===== src/hw/sgc_regs.vh =====
`ifndef SGC_REGS_VH
`define SGC_REGS_VH

// register indices; byte address is four times the index
`define SGC_IDX_MAIN_CONTROL 7'h00
`define SGC_IDX_CAL_CLOCK_SETUP 7'h01
`define SGC_IDX_OUTPUT_FORCE 7'h07
`define SGC_IDX_RAMP_THR_HIGH 7'h4f
`define SGC_IDX_RAMP_THR_LOW 7'h50
`define SGC_IDX_RAMP_UPPER_HIGH 7'h52
`define SGC_IDX_RAMP_UPPER_LOW 7'h53
`define SGC_IDX_RAMP_LOWER_HIGH 7'h55
`define SGC_IDX_RAMP_LOWER_LOW 7'h56
`define SGC_IDX_STATUS 7'h70

// main_control fields
`define SGC_BIT_RAMP_EN 15
`define SGC_BIT_PHASE_SYNC 14
`define SGC_BIT_CAL_MUTE 9
`define SGC_HPFD_MSB 8
`define SGC_HPFD_LSB 7
`define SGC_LPFD_MSB 6
`define SGC_LPFD_LSB 5
`define SGC_BIT_CAL_TRIGGER 3
`define SGC_BIT_MUX_SEL 2
`define SGC_BIT_SOFT_RESET 1
`define SGC_BIT_POWER_DOWN 0

// calibration_clock_setup and output_force_control fields
`define SGC_DIV_MSB 2
`define SGC_DIV_LSB 0
`define SGC_BIT_FORCE_OUT 14

// reset values
`define SGC_RST_MAIN_CONTROL 16'h0000
`define SGC_RST_CAL_CLOCK_SETUP 16'h0003
`define SGC_RST_OUTPUT_FORCE 16'h0000
`define SGC_RST_RAMP 16'h0000

// calibration length in divided calibration clock ticks
`define SGC_CAL_TICKS 8'h40

`endif


===== src/hw/sgc_general_control.v =====
// What this block does
// - Main control bit 15 enables frequency ramping when 1, resets to 0.
// - Main control bit 14 enables output phase synchronization, reset 0.
// - With main control bit 9 set and register 7 bit 14 clear, outputs stay muted during calibration.
// - Every write putting 1 in main control bit 3 and 0 in bits 1 and 0 starts a calibration.
// - Main control bit 2 routes readback (0) or lock detect (1) to the pin.
// - While main control bit 1 is 1, all other registers and the calibration sequencer hold defaults.
// - Main control bit 0 powers down while it is 1: pin low, outputs disabled, calibration stopped; registers stay writable.
// - Register 1 bits 2:0 divide the calibration clock by 1, 2, 4 or 8.
// - Register 7 bit 14 with the mute bit decides output disable in cal.
//
// The AXI4-Lite slave port was chosen for this implementation.
`timescale 1ns/100ps
`include "sgc_regs.vh"

module sgc_general_control #(
    parameter CAL_TICKS = `SGC_CAL_TICKS
) (
    input wire aclk,
    input wire aresetn,
    input wire [8:0] s_axi_awaddr,
    input wire s_axi_awvalid,
    output wire s_axi_awready,
    input wire [31:0] s_axi_wdata,
    input wire [3:0] s_axi_wstrb,
    input wire s_axi_wvalid,
    output wire s_axi_wready,
    output reg [1:0] s_axi_bresp,
    output reg s_axi_bvalid,
    input wire s_axi_bready,
    input wire [8:0] s_axi_araddr,
    input wire s_axi_arvalid,
    output wire s_axi_arready,
    output reg [31:0] s_axi_rdata,
    output reg [1:0] s_axi_rresp,
    output reg s_axi_rvalid,
    input wire s_axi_rready,
    input wire lock_detect,
    input wire readback_data,
    output reg multiplexed_output_pin,
    output wire ramp_enable,
    output wire output_phase_sync_enable,
    output wire [1:0] cal_high_compare_rate_range,
    output wire [1:0] cal_low_compare_rate_range,
    output wire device_power_down,
    output reg calibration_busy,
    output reg outputs_disabled,
    output wire [15:0] ramp_threshold_value,
    output wire [15:0] ramp_threshold_value_low,
    output wire [31:0] ramp_upper_limit,
    output wire [31:0] ramp_lower_limit
);

reg [15:0] main_control;
reg [15:0] calibration_clock_setup;
reg [15:0] output_force_control;
reg [15:0] ramp_threshold_high;
reg [15:0] ramp_threshold_low;
reg [15:0] ramp_upper_limit_high;
reg [15:0] ramp_upper_limit_low;
reg [15:0] ramp_lower_limit_high;
reg [15:0] ramp_lower_limit_low;

reg aw_held;
reg w_held;
reg [6:0] aw_index;
reg [31:0] w_data;
reg [3:0] w_strb;
reg [7:0] div_count;
reg [7:0] cal_count;
reg cal_start;

wire soft_reset = main_control[`SGC_BIT_SOFT_RESET];
wire write_go = aw_held && w_held && !s_axi_bvalid;
wire [15:0] wmask = {{8{w_strb[1]}}, {8{w_strb[0]}}};
wire [15:0] wval = w_data[15:0];
wire [6:0] ar_index = s_axi_araddr[8:2];

assign s_axi_awready = !aw_held && !s_axi_bvalid;
assign s_axi_wready = !w_held && !s_axi_bvalid;
assign s_axi_arready = !s_axi_rvalid;

assign ramp_enable = main_control[`SGC_BIT_RAMP_EN];
assign output_phase_sync_enable = main_control[`SGC_BIT_PHASE_SYNC];
assign cal_high_compare_rate_range =
    main_control[`SGC_HPFD_MSB:`SGC_HPFD_LSB];
assign cal_low_compare_rate_range =
    main_control[`SGC_LPFD_MSB:`SGC_LPFD_LSB];
assign device_power_down = main_control[`SGC_BIT_POWER_DOWN];
assign ramp_threshold_value = ramp_threshold_high;
assign ramp_threshold_value_low = ramp_threshold_low;
assign ramp_upper_limit = {ramp_upper_limit_high, ramp_upper_limit_low};
assign ramp_lower_limit = {ramp_lower_limit_high, ramp_lower_limit_low};

function [15:0] merge;
    input [15:0] old_value;
    input [15:0] new_value;
    input [15:0] mask;
    begin
        merge = (old_value & ~mask) | (new_value & mask);
    end
endfunction

// write address and data are taken in either order
always @(posedge aclk) begin
    if (!aresetn) begin
        aw_held <= 1'b0;
        w_held <= 1'b0;
        aw_index <= 7'h00;
        w_data <= 32'h00000000;
        w_strb <= 4'h0;
        s_axi_bvalid <= 1'b0;
        s_axi_bresp <= 2'b00;
    end else begin
        if (s_axi_awvalid && s_axi_awready) begin
            aw_held <= 1'b1;
            aw_index <= s_axi_awaddr[8:2];
        end
        if (s_axi_wvalid && s_axi_wready) begin
            w_held <= 1'b1;
            w_data <= s_axi_wdata;
            w_strb <= s_axi_wstrb;
        end
        if (write_go) begin
            aw_held <= 1'b0;
            w_held <= 1'b0;
            s_axi_bvalid <= 1'b1;
            s_axi_bresp <= 2'b00;
            if (aw_index != `SGC_IDX_MAIN_CONTROL &&
                aw_index != `SGC_IDX_CAL_CLOCK_SETUP &&
                aw_index != `SGC_IDX_OUTPUT_FORCE &&
                aw_index != `SGC_IDX_RAMP_THR_HIGH &&
                aw_index != `SGC_IDX_RAMP_THR_LOW &&
                aw_index != `SGC_IDX_RAMP_UPPER_HIGH &&
                aw_index != `SGC_IDX_RAMP_UPPER_LOW &&
                aw_index != `SGC_IDX_RAMP_LOWER_HIGH &&
                aw_index != `SGC_IDX_RAMP_LOWER_LOW) begin
                s_axi_bresp <= 2'b10;
            end
        end else if (s_axi_bvalid && s_axi_bready) begin
            s_axi_bvalid <= 1'b0;
        end
    end
end

// register file; soft reset holds all but main_control at defaults
always @(posedge aclk) begin
    cal_start <= 1'b0;
    if (!aresetn) begin
        main_control <= `SGC_RST_MAIN_CONTROL;
        calibration_clock_setup <= `SGC_RST_CAL_CLOCK_SETUP;
        output_force_control <= `SGC_RST_OUTPUT_FORCE;
        ramp_threshold_high <= `SGC_RST_RAMP;
        ramp_threshold_low <= `SGC_RST_RAMP;
        ramp_upper_limit_high <= `SGC_RST_RAMP;
        ramp_upper_limit_low <= `SGC_RST_RAMP;
        ramp_lower_limit_high <= `SGC_RST_RAMP;
        ramp_lower_limit_low <= `SGC_RST_RAMP;
    end else begin
        if (soft_reset) begin
            // main_control stays writable, or the reset could never end
            main_control <= `SGC_RST_MAIN_CONTROL |
                (16'h0001 << `SGC_BIT_SOFT_RESET);
            calibration_clock_setup <= `SGC_RST_CAL_CLOCK_SETUP;
            output_force_control <= `SGC_RST_OUTPUT_FORCE;
            ramp_threshold_high <= `SGC_RST_RAMP;
            ramp_threshold_low <= `SGC_RST_RAMP;
            ramp_upper_limit_high <= `SGC_RST_RAMP;
            ramp_upper_limit_low <= `SGC_RST_RAMP;
            ramp_lower_limit_high <= `SGC_RST_RAMP;
            ramp_lower_limit_low <= `SGC_RST_RAMP;
        end
        if (write_go) begin
            if (aw_index == `SGC_IDX_MAIN_CONTROL) begin
                main_control <= merge(main_control, wval, wmask);
                if (w_strb[0] && wval[`SGC_BIT_CAL_TRIGGER] &&
                    !wval[`SGC_BIT_SOFT_RESET]) begin
                    cal_start <= 1'b1;
                end
            end else if (soft_reset) begin
                // other registers ignore writes while held in reset
            end else if (aw_index == `SGC_IDX_CAL_CLOCK_SETUP) begin
                calibration_clock_setup <=
                    merge(calibration_clock_setup, wval, wmask);
            end else if (aw_index == `SGC_IDX_OUTPUT_FORCE) begin
                output_force_control <=
                    merge(output_force_control, wval, wmask);
            end else if (aw_index == `SGC_IDX_RAMP_THR_HIGH) begin
                ramp_threshold_high <= merge(ramp_threshold_high, wval, wmask);
            end else if (aw_index == `SGC_IDX_RAMP_THR_LOW) begin
                ramp_threshold_low <= merge(ramp_threshold_low, wval, wmask);
            end else if (aw_index == `SGC_IDX_RAMP_UPPER_HIGH) begin
                ramp_upper_limit_high <=
                    merge(ramp_upper_limit_high, wval, wmask);
            end else if (aw_index == `SGC_IDX_RAMP_UPPER_LOW) begin
                ramp_upper_limit_low <=
                    merge(ramp_upper_limit_low, wval, wmask);
            end else if (aw_index == `SGC_IDX_RAMP_LOWER_HIGH) begin
                ramp_lower_limit_high <=
                    merge(ramp_lower_limit_high, wval, wmask);
            end else if (aw_index == `SGC_IDX_RAMP_LOWER_LOW) begin
                ramp_lower_limit_low <=
                    merge(ramp_lower_limit_low, wval, wmask);
            end
        end
    end
end

// calibration clock divider: tick every 1, 2, 4 or 8 cycles
reg [7:0] div_limit;
always @* begin
    case (calibration_clock_setup[`SGC_DIV_MSB:`SGC_DIV_LSB])
        3'h0: div_limit = 8'h00;
        3'h1: div_limit = 8'h01;
        3'h2: div_limit = 8'h03;
        default: div_limit = 8'h07;
    endcase
end
wire cal_tick = (div_count >= div_limit);

// last tick index, cut to the counter width on purpose
localparam [31:0] CAL_TICKS_W = CAL_TICKS;
localparam [7:0] CAL_LAST = CAL_TICKS_W[7:0] - 8'h01;

// calibration sequencer; power-down and soft reset abort it
always @(posedge aclk) begin
    if (!aresetn || soft_reset || device_power_down) begin
        div_count <= 8'h00;
        cal_count <= 8'h00;
        calibration_busy <= 1'b0;
    end else if (cal_start) begin
        div_count <= 8'h00;
        cal_count <= 8'h00;
        calibration_busy <= 1'b1;
    end else if (calibration_busy) begin
        if (cal_tick) begin
            div_count <= 8'h00;
            if (cal_count == CAL_LAST) begin
                calibration_busy <= 1'b0;
            end else begin
                cal_count <= cal_count + 8'h01;
            end
        end else begin
            div_count <= div_count + 8'h01;
        end
    end
end

// outputs and the muxed pin
always @(posedge aclk) begin
    if (!aresetn) begin
        outputs_disabled <= 1'b0;
        multiplexed_output_pin <= 1'b0;
    end else begin
        // forced-output only matters when mute is on during calibration
        outputs_disabled <= device_power_down || (calibration_busy &&
            main_control[`SGC_BIT_CAL_MUTE] &&
            !output_force_control[`SGC_BIT_FORCE_OUT]);
        if (device_power_down) begin
            multiplexed_output_pin <= 1'b0;
        end else if (main_control[`SGC_BIT_MUX_SEL]) begin
            multiplexed_output_pin <= lock_detect;
        end else begin
            multiplexed_output_pin <= readback_data;
        end
    end
end

// read channel
always @(posedge aclk) begin
    if (!aresetn) begin
        s_axi_rvalid <= 1'b0;
        s_axi_rdata <= 32'h00000000;
        s_axi_rresp <= 2'b00;
    end else if (s_axi_arvalid && s_axi_arready) begin
        s_axi_rvalid <= 1'b1;
        s_axi_rresp <= 2'b00;
        if (ar_index == `SGC_IDX_MAIN_CONTROL) begin
            s_axi_rdata <= {16'h0000, main_control};
        end else if (ar_index == `SGC_IDX_CAL_CLOCK_SETUP) begin
            s_axi_rdata <= {16'h0000, calibration_clock_setup};
        end else if (ar_index == `SGC_IDX_OUTPUT_FORCE) begin
            s_axi_rdata <= {16'h0000, output_force_control};
        end else if (ar_index == `SGC_IDX_RAMP_THR_HIGH) begin
            s_axi_rdata <= {16'h0000, ramp_threshold_high};
        end else if (ar_index == `SGC_IDX_RAMP_THR_LOW) begin
            s_axi_rdata <= {16'h0000, ramp_threshold_low};
        end else if (ar_index == `SGC_IDX_RAMP_UPPER_HIGH) begin
            s_axi_rdata <= {16'h0000, ramp_upper_limit_high};
        end else if (ar_index == `SGC_IDX_RAMP_UPPER_LOW) begin
            s_axi_rdata <= {16'h0000, ramp_upper_limit_low};
        end else if (ar_index == `SGC_IDX_RAMP_LOWER_HIGH) begin
            s_axi_rdata <= {16'h0000, ramp_lower_limit_high};
        end else if (ar_index == `SGC_IDX_RAMP_LOWER_LOW) begin
            s_axi_rdata <= {16'h0000, ramp_lower_limit_low};
        end else if (ar_index == `SGC_IDX_STATUS) begin
            s_axi_rdata <= {29'h00000000, outputs_disabled,
                multiplexed_output_pin, calibration_busy};
        end else begin
            s_axi_rdata <= 32'h00000000;
            s_axi_rresp <= 2'b10;
        end
    end else if (s_axi_rvalid && s_axi_rready) begin
        s_axi_rvalid <= 1'b0;
    end
end

endmodule // sgc_general_control


===== config.mk =====
export PLATFORM = sky130hd
export DESIGN_NAME = sgc_general_control
export DESIGN_NICKNAME = d
export VERILOG_FILES = /design/src/hw/sgc_general_control.v
export VERILOG_INCLUDE_DIRS = /design/src /design/src/hw
export SDC_FILE = /design/constraint.sdc
export NUM_CORES = 1
export LEC_CHECK = 0
export BUFFER_PORTS_ARGS = -buffer_cell sky130_fd_sc_hd__buf_4
export CORE_ASPECT_RATIO = 0.75
export CORE_MARGIN = 3
export CORE_UTILIZATION = 55
export CTS_CLUSTER_DIAMETER = 40
export DETAILED_ROUTE_END_ITERATION = 12
export PLACE_DENSITY = 0.79
export SLEW_MARGIN = 40
export SYNTH_ARGS = -nofsm -noshare
export SYNTH_HDL_FRONTEND = slang
export SYNTH_SLANG_ARGS = --single-unit

===== constraint.sdc =====
create_clock -name aclk -period 3.3 [get_ports aclk]
set_input_delay 0.495 -clock aclk [delete_from_list [all_inputs] [get_ports aclk]]
set_output_delay 0.495 -clock aclk [all_outputs]
set_load 0.1 [all_outputs]

==> Implementation_results.wiki, run 1 <==
{| class="wikitable"
! Metric !! Value
|-
| Signed area change from the synthesized netlist to the final layout || 22.0%
|-
| Total of hold buffers inserted after clock tree synthesis || 0
|-
| Weighted congestion at the end of routability-driven global placement || 0.990
|-
| Chip width || 158 µm
|-
| Floorplan die area || 19000 µm²
|-
| Number of design rule violations left after detail routing || 0
|-
| Top layer in use || met4
|-
| Number of sinks handled by clock tree synthesis || 211
|-
| Highest fanout seen on the critical path || 13
|-
| Maximum number of pins on one net before global-route repair || 51
|-
| Clock period minus final worst setup slack || 2.96 ns
|-
| Maximum root-to-sink buffer count || 3
|-
| Final setup violation count || 0
|-
| IO Count || 210
|-
| Final Total Pwr || 6.13 mW
|-
| Cell depth of the worst hold path || 3
|-
| Sequential cell area || 4220 µm²
|-
| Power density cells || 526 nW/µm²
|-
| Kind of end point of the critical path || flop
|-
| Most frequent cells after synthesis || dfxtp_1 (211), nand2_1 (140), a21oi_1 (92)
|-
| Start-to-end type of the worst setup path || reg2reg
|-
| Fmax || 338 MHz
|-
| Data arrival time of the worst path || 3.41 ns
|-
| Per-cell via count in the routed design || 6.43
|-
| Via count || 9344
|-
| Amount of wire on met2 after detailed routing || 12300 µm
|-
| Combined area of the multi-input logic cells || 4830 µm²
|-
| Unrepaired setup endpoints after global routing || false
|-
| Primary FF master, synth || dfxtp_1
|-
| Crit path launch type || flop
|-
| Worst hold slack across all endpoints || 0.220 ns
|-
| Iteration count of the initial detailed-routing pass || 7
|-
| Count of instances resized after the clock tree is built || 0
|-
| Met1 Routed Length || 13600 µm
|-
| Global route total overflow || 0
|-
| Origin of the worst min-delay path || s_axi_awaddr[6]
|-
| Syn. warnings || 0
|-
| Share of layout cells above drive strength 1 || 20.0%
|-
| Die Span Y || 120 µm
|-
| ANT nets after route || 0
|-
| Min-Delay Path Class || in2reg
|-
| Area of the mapped netlist || 9560 µm²
|-
| Number of flip-flops and latches in the synthesized netlist || 211
|-
| Non-filler instance count after layout || 1453
|-
| Count of flip-flops with a built-in enable after synthesis || 0
|-
| Data required time at the worst endpoint || 3.76 ns
|-
| Cell Area, Placed || 10800 µm²
|-
| Nets@finish || 1289
|-
| CTS Buf Count || 25
|-
| Outcome || finished clean
|-
| Most repeated cell in the gate-level netlist after synthesis || dfxtp_1
|-
| Worst Reg-to-Reg Cells || 5
|-
| Post-synth top area share || 44.2%
|-
| Part of the cycle the worst path needs || 89.5%
|-
| Dominant cells by area after synthesis || dfxtp_1 (44%), mux2i_1 (7.1%), nand2_1 (5.5%)
|-
| CTS tree || built
|-
| Number of setup buffers added after CTS || 0
|-
| Post-layout instance area || 11700 µm²
|-
| FILL cells || 1360
|-
| Final HPWL from detailed placement || 22100 µm
|-
| DR WL met3 || 4470 µm
|-
| Sequential element share of the synthesized area || 44.2%
|-
| Worst hold path endpoint || aw_index[4]
|-
| Share of flip-flops with an asynchronous set or reset after synthesis || 0%
|-
| Number of violations reported at the end of detailed-routing iteration 0 || 1158
|-
| Final Slew Violations || 0
|-
| Clock transition at the registers of the reported paths || 0.06 ns
|-
| Hold Vio Cnt, Final || 0
|-
| Ant diodes || 0
|-
| Placement row count || 41
|-
| Library cell with the largest summed area after synthesis || dfxtp_1
|-
| Maximum clock skew at final layout || 0.00857 ns
|-
| Number of buffers added on ports || 169
|-
| Final setup TNS || 0 ns
|-
| Number of distinct library cell variants in the gate-level netlist after synthesis || 68
|-
| Initial core utilization || 56.5%
|-
| Worst R2R Start || aw_index[0]
|-
| Number of antenna violations at the first check in global routing || 0
|-
| Slew @ Worst Pin || 0.907 ns
|-
| Number of instances in the synthesized netlist || 1093
|-
| Core Area || 16900 µm²
|-
| Via count of the first global-routing pass || 8333
|-
| Worst R2R Setup Slack || 0.34 ns
|-
| Placed cell count || 1409
|-
| First-pass GRT wire length || 47000 µm
|-
| Mean cell area of the mapped netlist || 8.74 µm²
|-
| Peak supply drop || 0.433 mV
|-
| Level count of the clock H-tree || 1
|-
| Leakage Power || 4.87 nW
|-
| WL per Instance || 21.5 µm
|-
| MaxCap Viol Count || 0
|-
| Max_slew headroom || 39.5%
|-
| Clock latency of the later-clocked register in the worst-skew pair || 0.52 ns
|-
| Final wirelength || 31200 µm
|-
| Global-route total usage across every layer || 31.3%
|-
| Root Buffer || clkbuf_16
|}
layout by cell type, fill, tap and decap left out, drive strengths merged, types with 15 or more instances in the layout:
cell type / netlist / routed
a22o: 39 / 39
nor2: 89 / 89
conb: 1 / 18
a31oi: 16 / 16
nand2: 140 / 140
dfxtp: 211 / 211
a32o: 22 / 22
nand3: 31 / 31
a22oi: 15 / 15
inv: 20 / 27
buf: 43 / 190
mux2i: 68 / 68
a21oi: 93 / 93
o2bb2ai: 18 / 18
clkbuf: 63 / 30
o21ai: 39 / 39
cell type report:
type / instances / area share [%]
Clock buffer: 30 / 5.78
Clock inverter: 14 / 1.35
Inverter: 21 / 0.676
Multi-Input combinational cell: 772 / 41.4
Sequential cell: 211 / 36.2
Tap cell: 215 / 2.31
Timing Repair Buffer: 190 / 12.2
worst max-delay path by stage:
stage / depth (start not counted) / startpoint / endpoint
3_5_place_dp: 5 / aw_index[0] / flop
3_3_place_gp: 5 / aw_index[0] / flop
2_1_floorplan: 6 / s_axi_bvalid / w_data[10]
5_1_grt: 5 / aw_index[0] / flop
6_report: 5 / aw_index[0] / flop
4_1_cts: 5 / aw_index[0] / flop
where the power goes:
part           internal (mW)  total (mW)  leakage [nW]  switching (mW)
Combinational          0.166       0.688          2.76           0.522
Sequential              2.59        2.67          1.71          0.0838
Clock                   1.64        2.77         0.406            1.14
kinds of logic after synthesis:
family          Yosys count  share of synthesized area, %
xor+xnor                  9                         0.825
compound gates          317                          23.5
buf+inv                 127                          6.10
other cells               1                        0.0392
mux                      69                          7.24
fa+ha+maj                 5                         0.655
simple gates            354                          17.4
flops                   211                          44.2
per-layer routing:
metal,track usage (%),up-vias
li1,-,4212
met3,8.72,66
met2,41.7,678
met5,0,-
met4,8.92,0
met1,48.7,4388
worst max-delay path, cell delays in order (launching register included):
cell and delay, ns:
dfxtp_1 0.45, or4_4 0.64, or3_1 0.49, a2111oi_4 0.67, and2_1 0.43, a22o_1 0.20
per-stage QoR:
stage | setup WS (ns) | utilization (%)
global route | 0.286 | 68.9
detailed placement | 0.512 | 63.9
CTS | 0.486 | 68.8
floorplan | 0.102 | -
finish | 0.345 | 68.9
global placement | 0.567 | 63.9
Note: power is estimated with default switching activity, not from simulation.
==> run 2: changes to the inputs <==
--- a/config.mk
+++ b/config.mk
@@ -13,6 +13,7 @@
 export CTS_CLUSTER_DIAMETER = 40
 export DETAILED_ROUTE_END_ITERATION = 12
 export PLACE_DENSITY = 0.79
+export RECOVER_POWER = 50
 export SLEW_MARGIN = 40
 export SYNTH_ARGS = -nofsm -noshare
 export SYNTH_HDL_FRONTEND = slang
==> run 2 against run 1 <==
Compared with the run above:
- the run now ends with max-capacitance violations, max-slew violations left
- cell count did not move
- clock-buffer cell count unchanged
- register-to-register slack better by 0.02 ns
- clock power barely moved
- core utilization fell by 3.0 points
- final area shrank 4.3%
- non-clock buffer count stayed put
- die area did not move
- flip-flop and latch count did not move
- clock skew up 0.0015 ns
- power fell by 0.23%
- largest cell class unchanged
==> Implementation_results.wiki, run 2 (synthesis results as in run 1) <==
{| class="wikitable"
! Metric !! Value
|-
| Data required time at the worst endpoint || 3.76 ns (about the same)
|-
| Signed area change from the synthesized netlist to the final layout || 16.7% (was 22.0%)
|-
| Share of layout cells above drive strength 1 || 9.05% (was 20.0%)
|-
| Number of violations reported at the end of detailed-routing iteration 0 || 1102 (was 1158)
|-
| Final Total Pwr || 6.12 mW (was 6.13 mW)
|-
| Global route total overflow || 0 (unchanged)
|-
| WL per Instance || 21.5 µm (about the same)
|-
| Die Span Y || 120 µm (unchanged)
|-
| Per-cell via count in the routed design || 6.40 (was 6.43)
|-
| Nets@finish || 1289 (unchanged)
|-
| Hold Vio Cnt, Final || 0 (unchanged)
|-
| Via count || 9296 (was 9344)
|-
| Most common library cell in the layout ignoring fill and taps || dfxtp_1 (unchanged)
|-
| FILL cells || 1492 (was 1360)
|-
| GR met2 Demand/Resource || 41.7% (unchanged)
|-
| Clock period minus final worst setup slack || 2.94 ns (was 2.96 ns)
|-
| Core Area || 16900 µm² (unchanged)
|-
| Unrepaired setup endpoints after global routing || false (unchanged)
|-
| Floorplan die area || 19000 µm² (unchanged)
|-
| Placement row count || 41 (unchanged)
|-
| Final setup TNS || 0 ns (unchanged)
|-
| Post-layout instance area || 11200 µm² (was 11700 µm²)
|-
| Worst R2R Start || aw_index[0] (unchanged)
|-
| Kind of end point of the critical path || flop (unchanged)
|-
| Origin of the worst min-delay path || s_axi_awaddr[6] (unchanged)
|-
| Ant diodes || 0 (unchanged)
|-
| Worst R2R Setup Slack || 0.36 ns (was 0.34 ns)
|-
| Most frequent cells in the layout || dfxtp_1 (211), nand2_1 (139), clkbuf_1 (134) (was dfxtp_1 (211), buf_4 (190), nand2_1 (139))
|-
| Combined area of the multi-input logic cells || 4820 µm² (was 4830 µm²)
|-
| Final wirelength || 31300 µm (was 31200 µm)
|-
| First-pass GRT wire length || 47000 µm (unchanged)
|-
| Root Buffer || clkbuf_16 (unchanged)
|-
| Slew @ Worst Pin || 1.55 ns (was 0.907 ns)
|-
| Maximum root-to-sink buffer count || 3 (unchanged)
|-
| Start-to-end type of the worst setup path || reg2reg (unchanged)
|-
| Final setup violation count || 0 (unchanged)
|-
| Number of design rule violations left after detail routing || 0 (unchanged)
|-
| Count of instances resized after the clock tree is built || 0 (unchanged)
|-
| Global routing usage on met3 || 8.72% (unchanged)
|-
| Level count of the clock H-tree || 1 (unchanged)
|-
| Violations in the final reports || max-capacitance violations, max-slew violations
|-
| Clock latency of the later-clocked register in the worst-skew pair || 0.52 ns (about the same)
|-
| Global-route total usage across every layer || 31.3% (unchanged)
|-
| Leakage Power || 4.32 nW (was 4.87 nW)
|-
| Sequential cell area || 4220 µm² (unchanged)
|-
| Crit path launch type || flop (unchanged)
|-
| Via count of the first global-routing pass || 8333 (unchanged)
|-
| Number of antenna violations at the first check in global routing || 0 (unchanged)
|-
| Top Usage Layer GRT || met1 (unchanged)
|-
| Maximum clock skew at final layout || 0.0101 ns (was 0.00857 ns)
|-
| Highest fanout seen on the critical path || 13 (unchanged)
|-
| ANT nets after route || 0 (unchanged)
|-
| Worst Reg-to-Reg Cells || 5 (unchanged)
|-
| GR Util met1 || 48.7% (unchanged)
|-
| Cell depth of the worst hold path || 3 (unchanged)
|-
| Final Slew Violations || 33 (was 0)
|-
| Min-Delay Path Class || in2reg (unchanged)
|-
| Number of sinks handled by clock tree synthesis || 211 (unchanged)
|-
| Max_slew headroom || -3.30% (was 39.5%)
|-
| Number of setup buffers added after CTS || 0 (unchanged)
|-
| Chip width || 158 µm (unchanged)
|-
| CTS Buf Count || 25 (unchanged)
|-
| CTS tree || built (unchanged)
|-
| IO Count || 210 (unchanged)
|-
| Data arrival time of the worst path || 3.40 ns (was 3.41 ns)
|-
| Peak supply drop || 0.430 mV (was 0.433 mV)
|-
| Outcome || complete, but fails checks (was finished clean)
|-
| Initial core utilization || 56.5% (unchanged)
|-
| Power density cells || 548 nW/µm² (was 526 nW/µm²)
|-
| Maximum number of pins on one net before global-route repair || 51 (unchanged)
|-
| Iteration count of the initial detailed-routing pass || 6 (was 7)
|-
| Fmax || 340 MHz (was 338 MHz)
|-
| Number of buffers added on ports || 169 (unchanged)
|-
| Part of the cycle the worst path needs || 89.0% (was 89.5%)
|-
| Final HPWL from detailed placement || 22100 µm (unchanged)
|-
| Worst hold path endpoint || aw_index[4] (unchanged)
|-
| Weighted congestion at the end of routability-driven global placement || 0.990 (unchanged)
|-
| Clock transition at the registers of the reported paths || 0.06 ns (about the same)
|-
| Cell Area, Placed || 10800 µm² (unchanged)
|-
| Total of hold buffers inserted after clock tree synthesis || 0 (unchanged)
|-
| MaxCap Viol Count || 1 (was 0)
|}
[run 2: cell types whose count changed in the layout (fill, tap and decap cells not counted), sizes merged]
cell | previous run | this run
clkbuf | 30 | 162
buf | 190 | 58
[run 2: through the flow]
stage / instances / worst slack [ns] / hold WS [ns] / utilization [%]
3_5_place_dp: 1409 / 0.512 / 0.460 / 63.9
6_report: 1453 / 0.362 / 0.218 / 65.9
4_1_cts: 1453 / 0.486 / 0.208 / 68.8
2_1_floorplan: 1110 / 0.102 / 0.443 / -
3_3_place_gp: 1409 / 0.567 / 0.455 / 63.9
5_1_grt: 1453 / 0.286 / 0.229 / 65.9
[run 2: cell type report]
| type | instances | area share [%] |
|---|---|---|
| inverter | 21 | 0.707 |
| tap | 215 | 2.41 |
| clock inverter | 14 | 1.41 |
| timing repair buffer | 190 | 8.34 |
| clock buffer | 30 | 6.04 |
| sequential | 211 | 37.9 |
| multi-input combinational | 772 | 43.2 |
[run 2: worst max path at each step]
stage          cells past startpoint  slack, ns          from         end
6_report                           5       0.36   aw_index[0]        flop
3_3_place_gp                       5       0.57   aw_index[0]        flop
5_1_grt                            5       0.29   aw_index[0]        flop
3_5_place_dp                       5       0.51   aw_index[0]        flop
4_1_cts                            5       0.49   aw_index[0]        flop
2_1_floorplan                      6       0.10  s_axi_bvalid  w_data[10]
[run 2: critical path, cell delays in order, from the launching register on]
cell       delay (ns)
dfxtp_1          0.46
or4_4            0.64
or3_1            0.50
a2111oi_4        0.66
and2_1           0.43
a22o_1           0.18
[run 2: power breakdown]
group	internal, mW	switching, mW
combinational	0.148	0.521
sequential	2.59	0.0833
clock	1.64	1.14
[run 2: per-layer routing]
metal	vias up	routed length, µm
met3	72	4420
met4	0	758
met5	-	0
met2	625	12400
li1	4221	-
met1	4378	13700
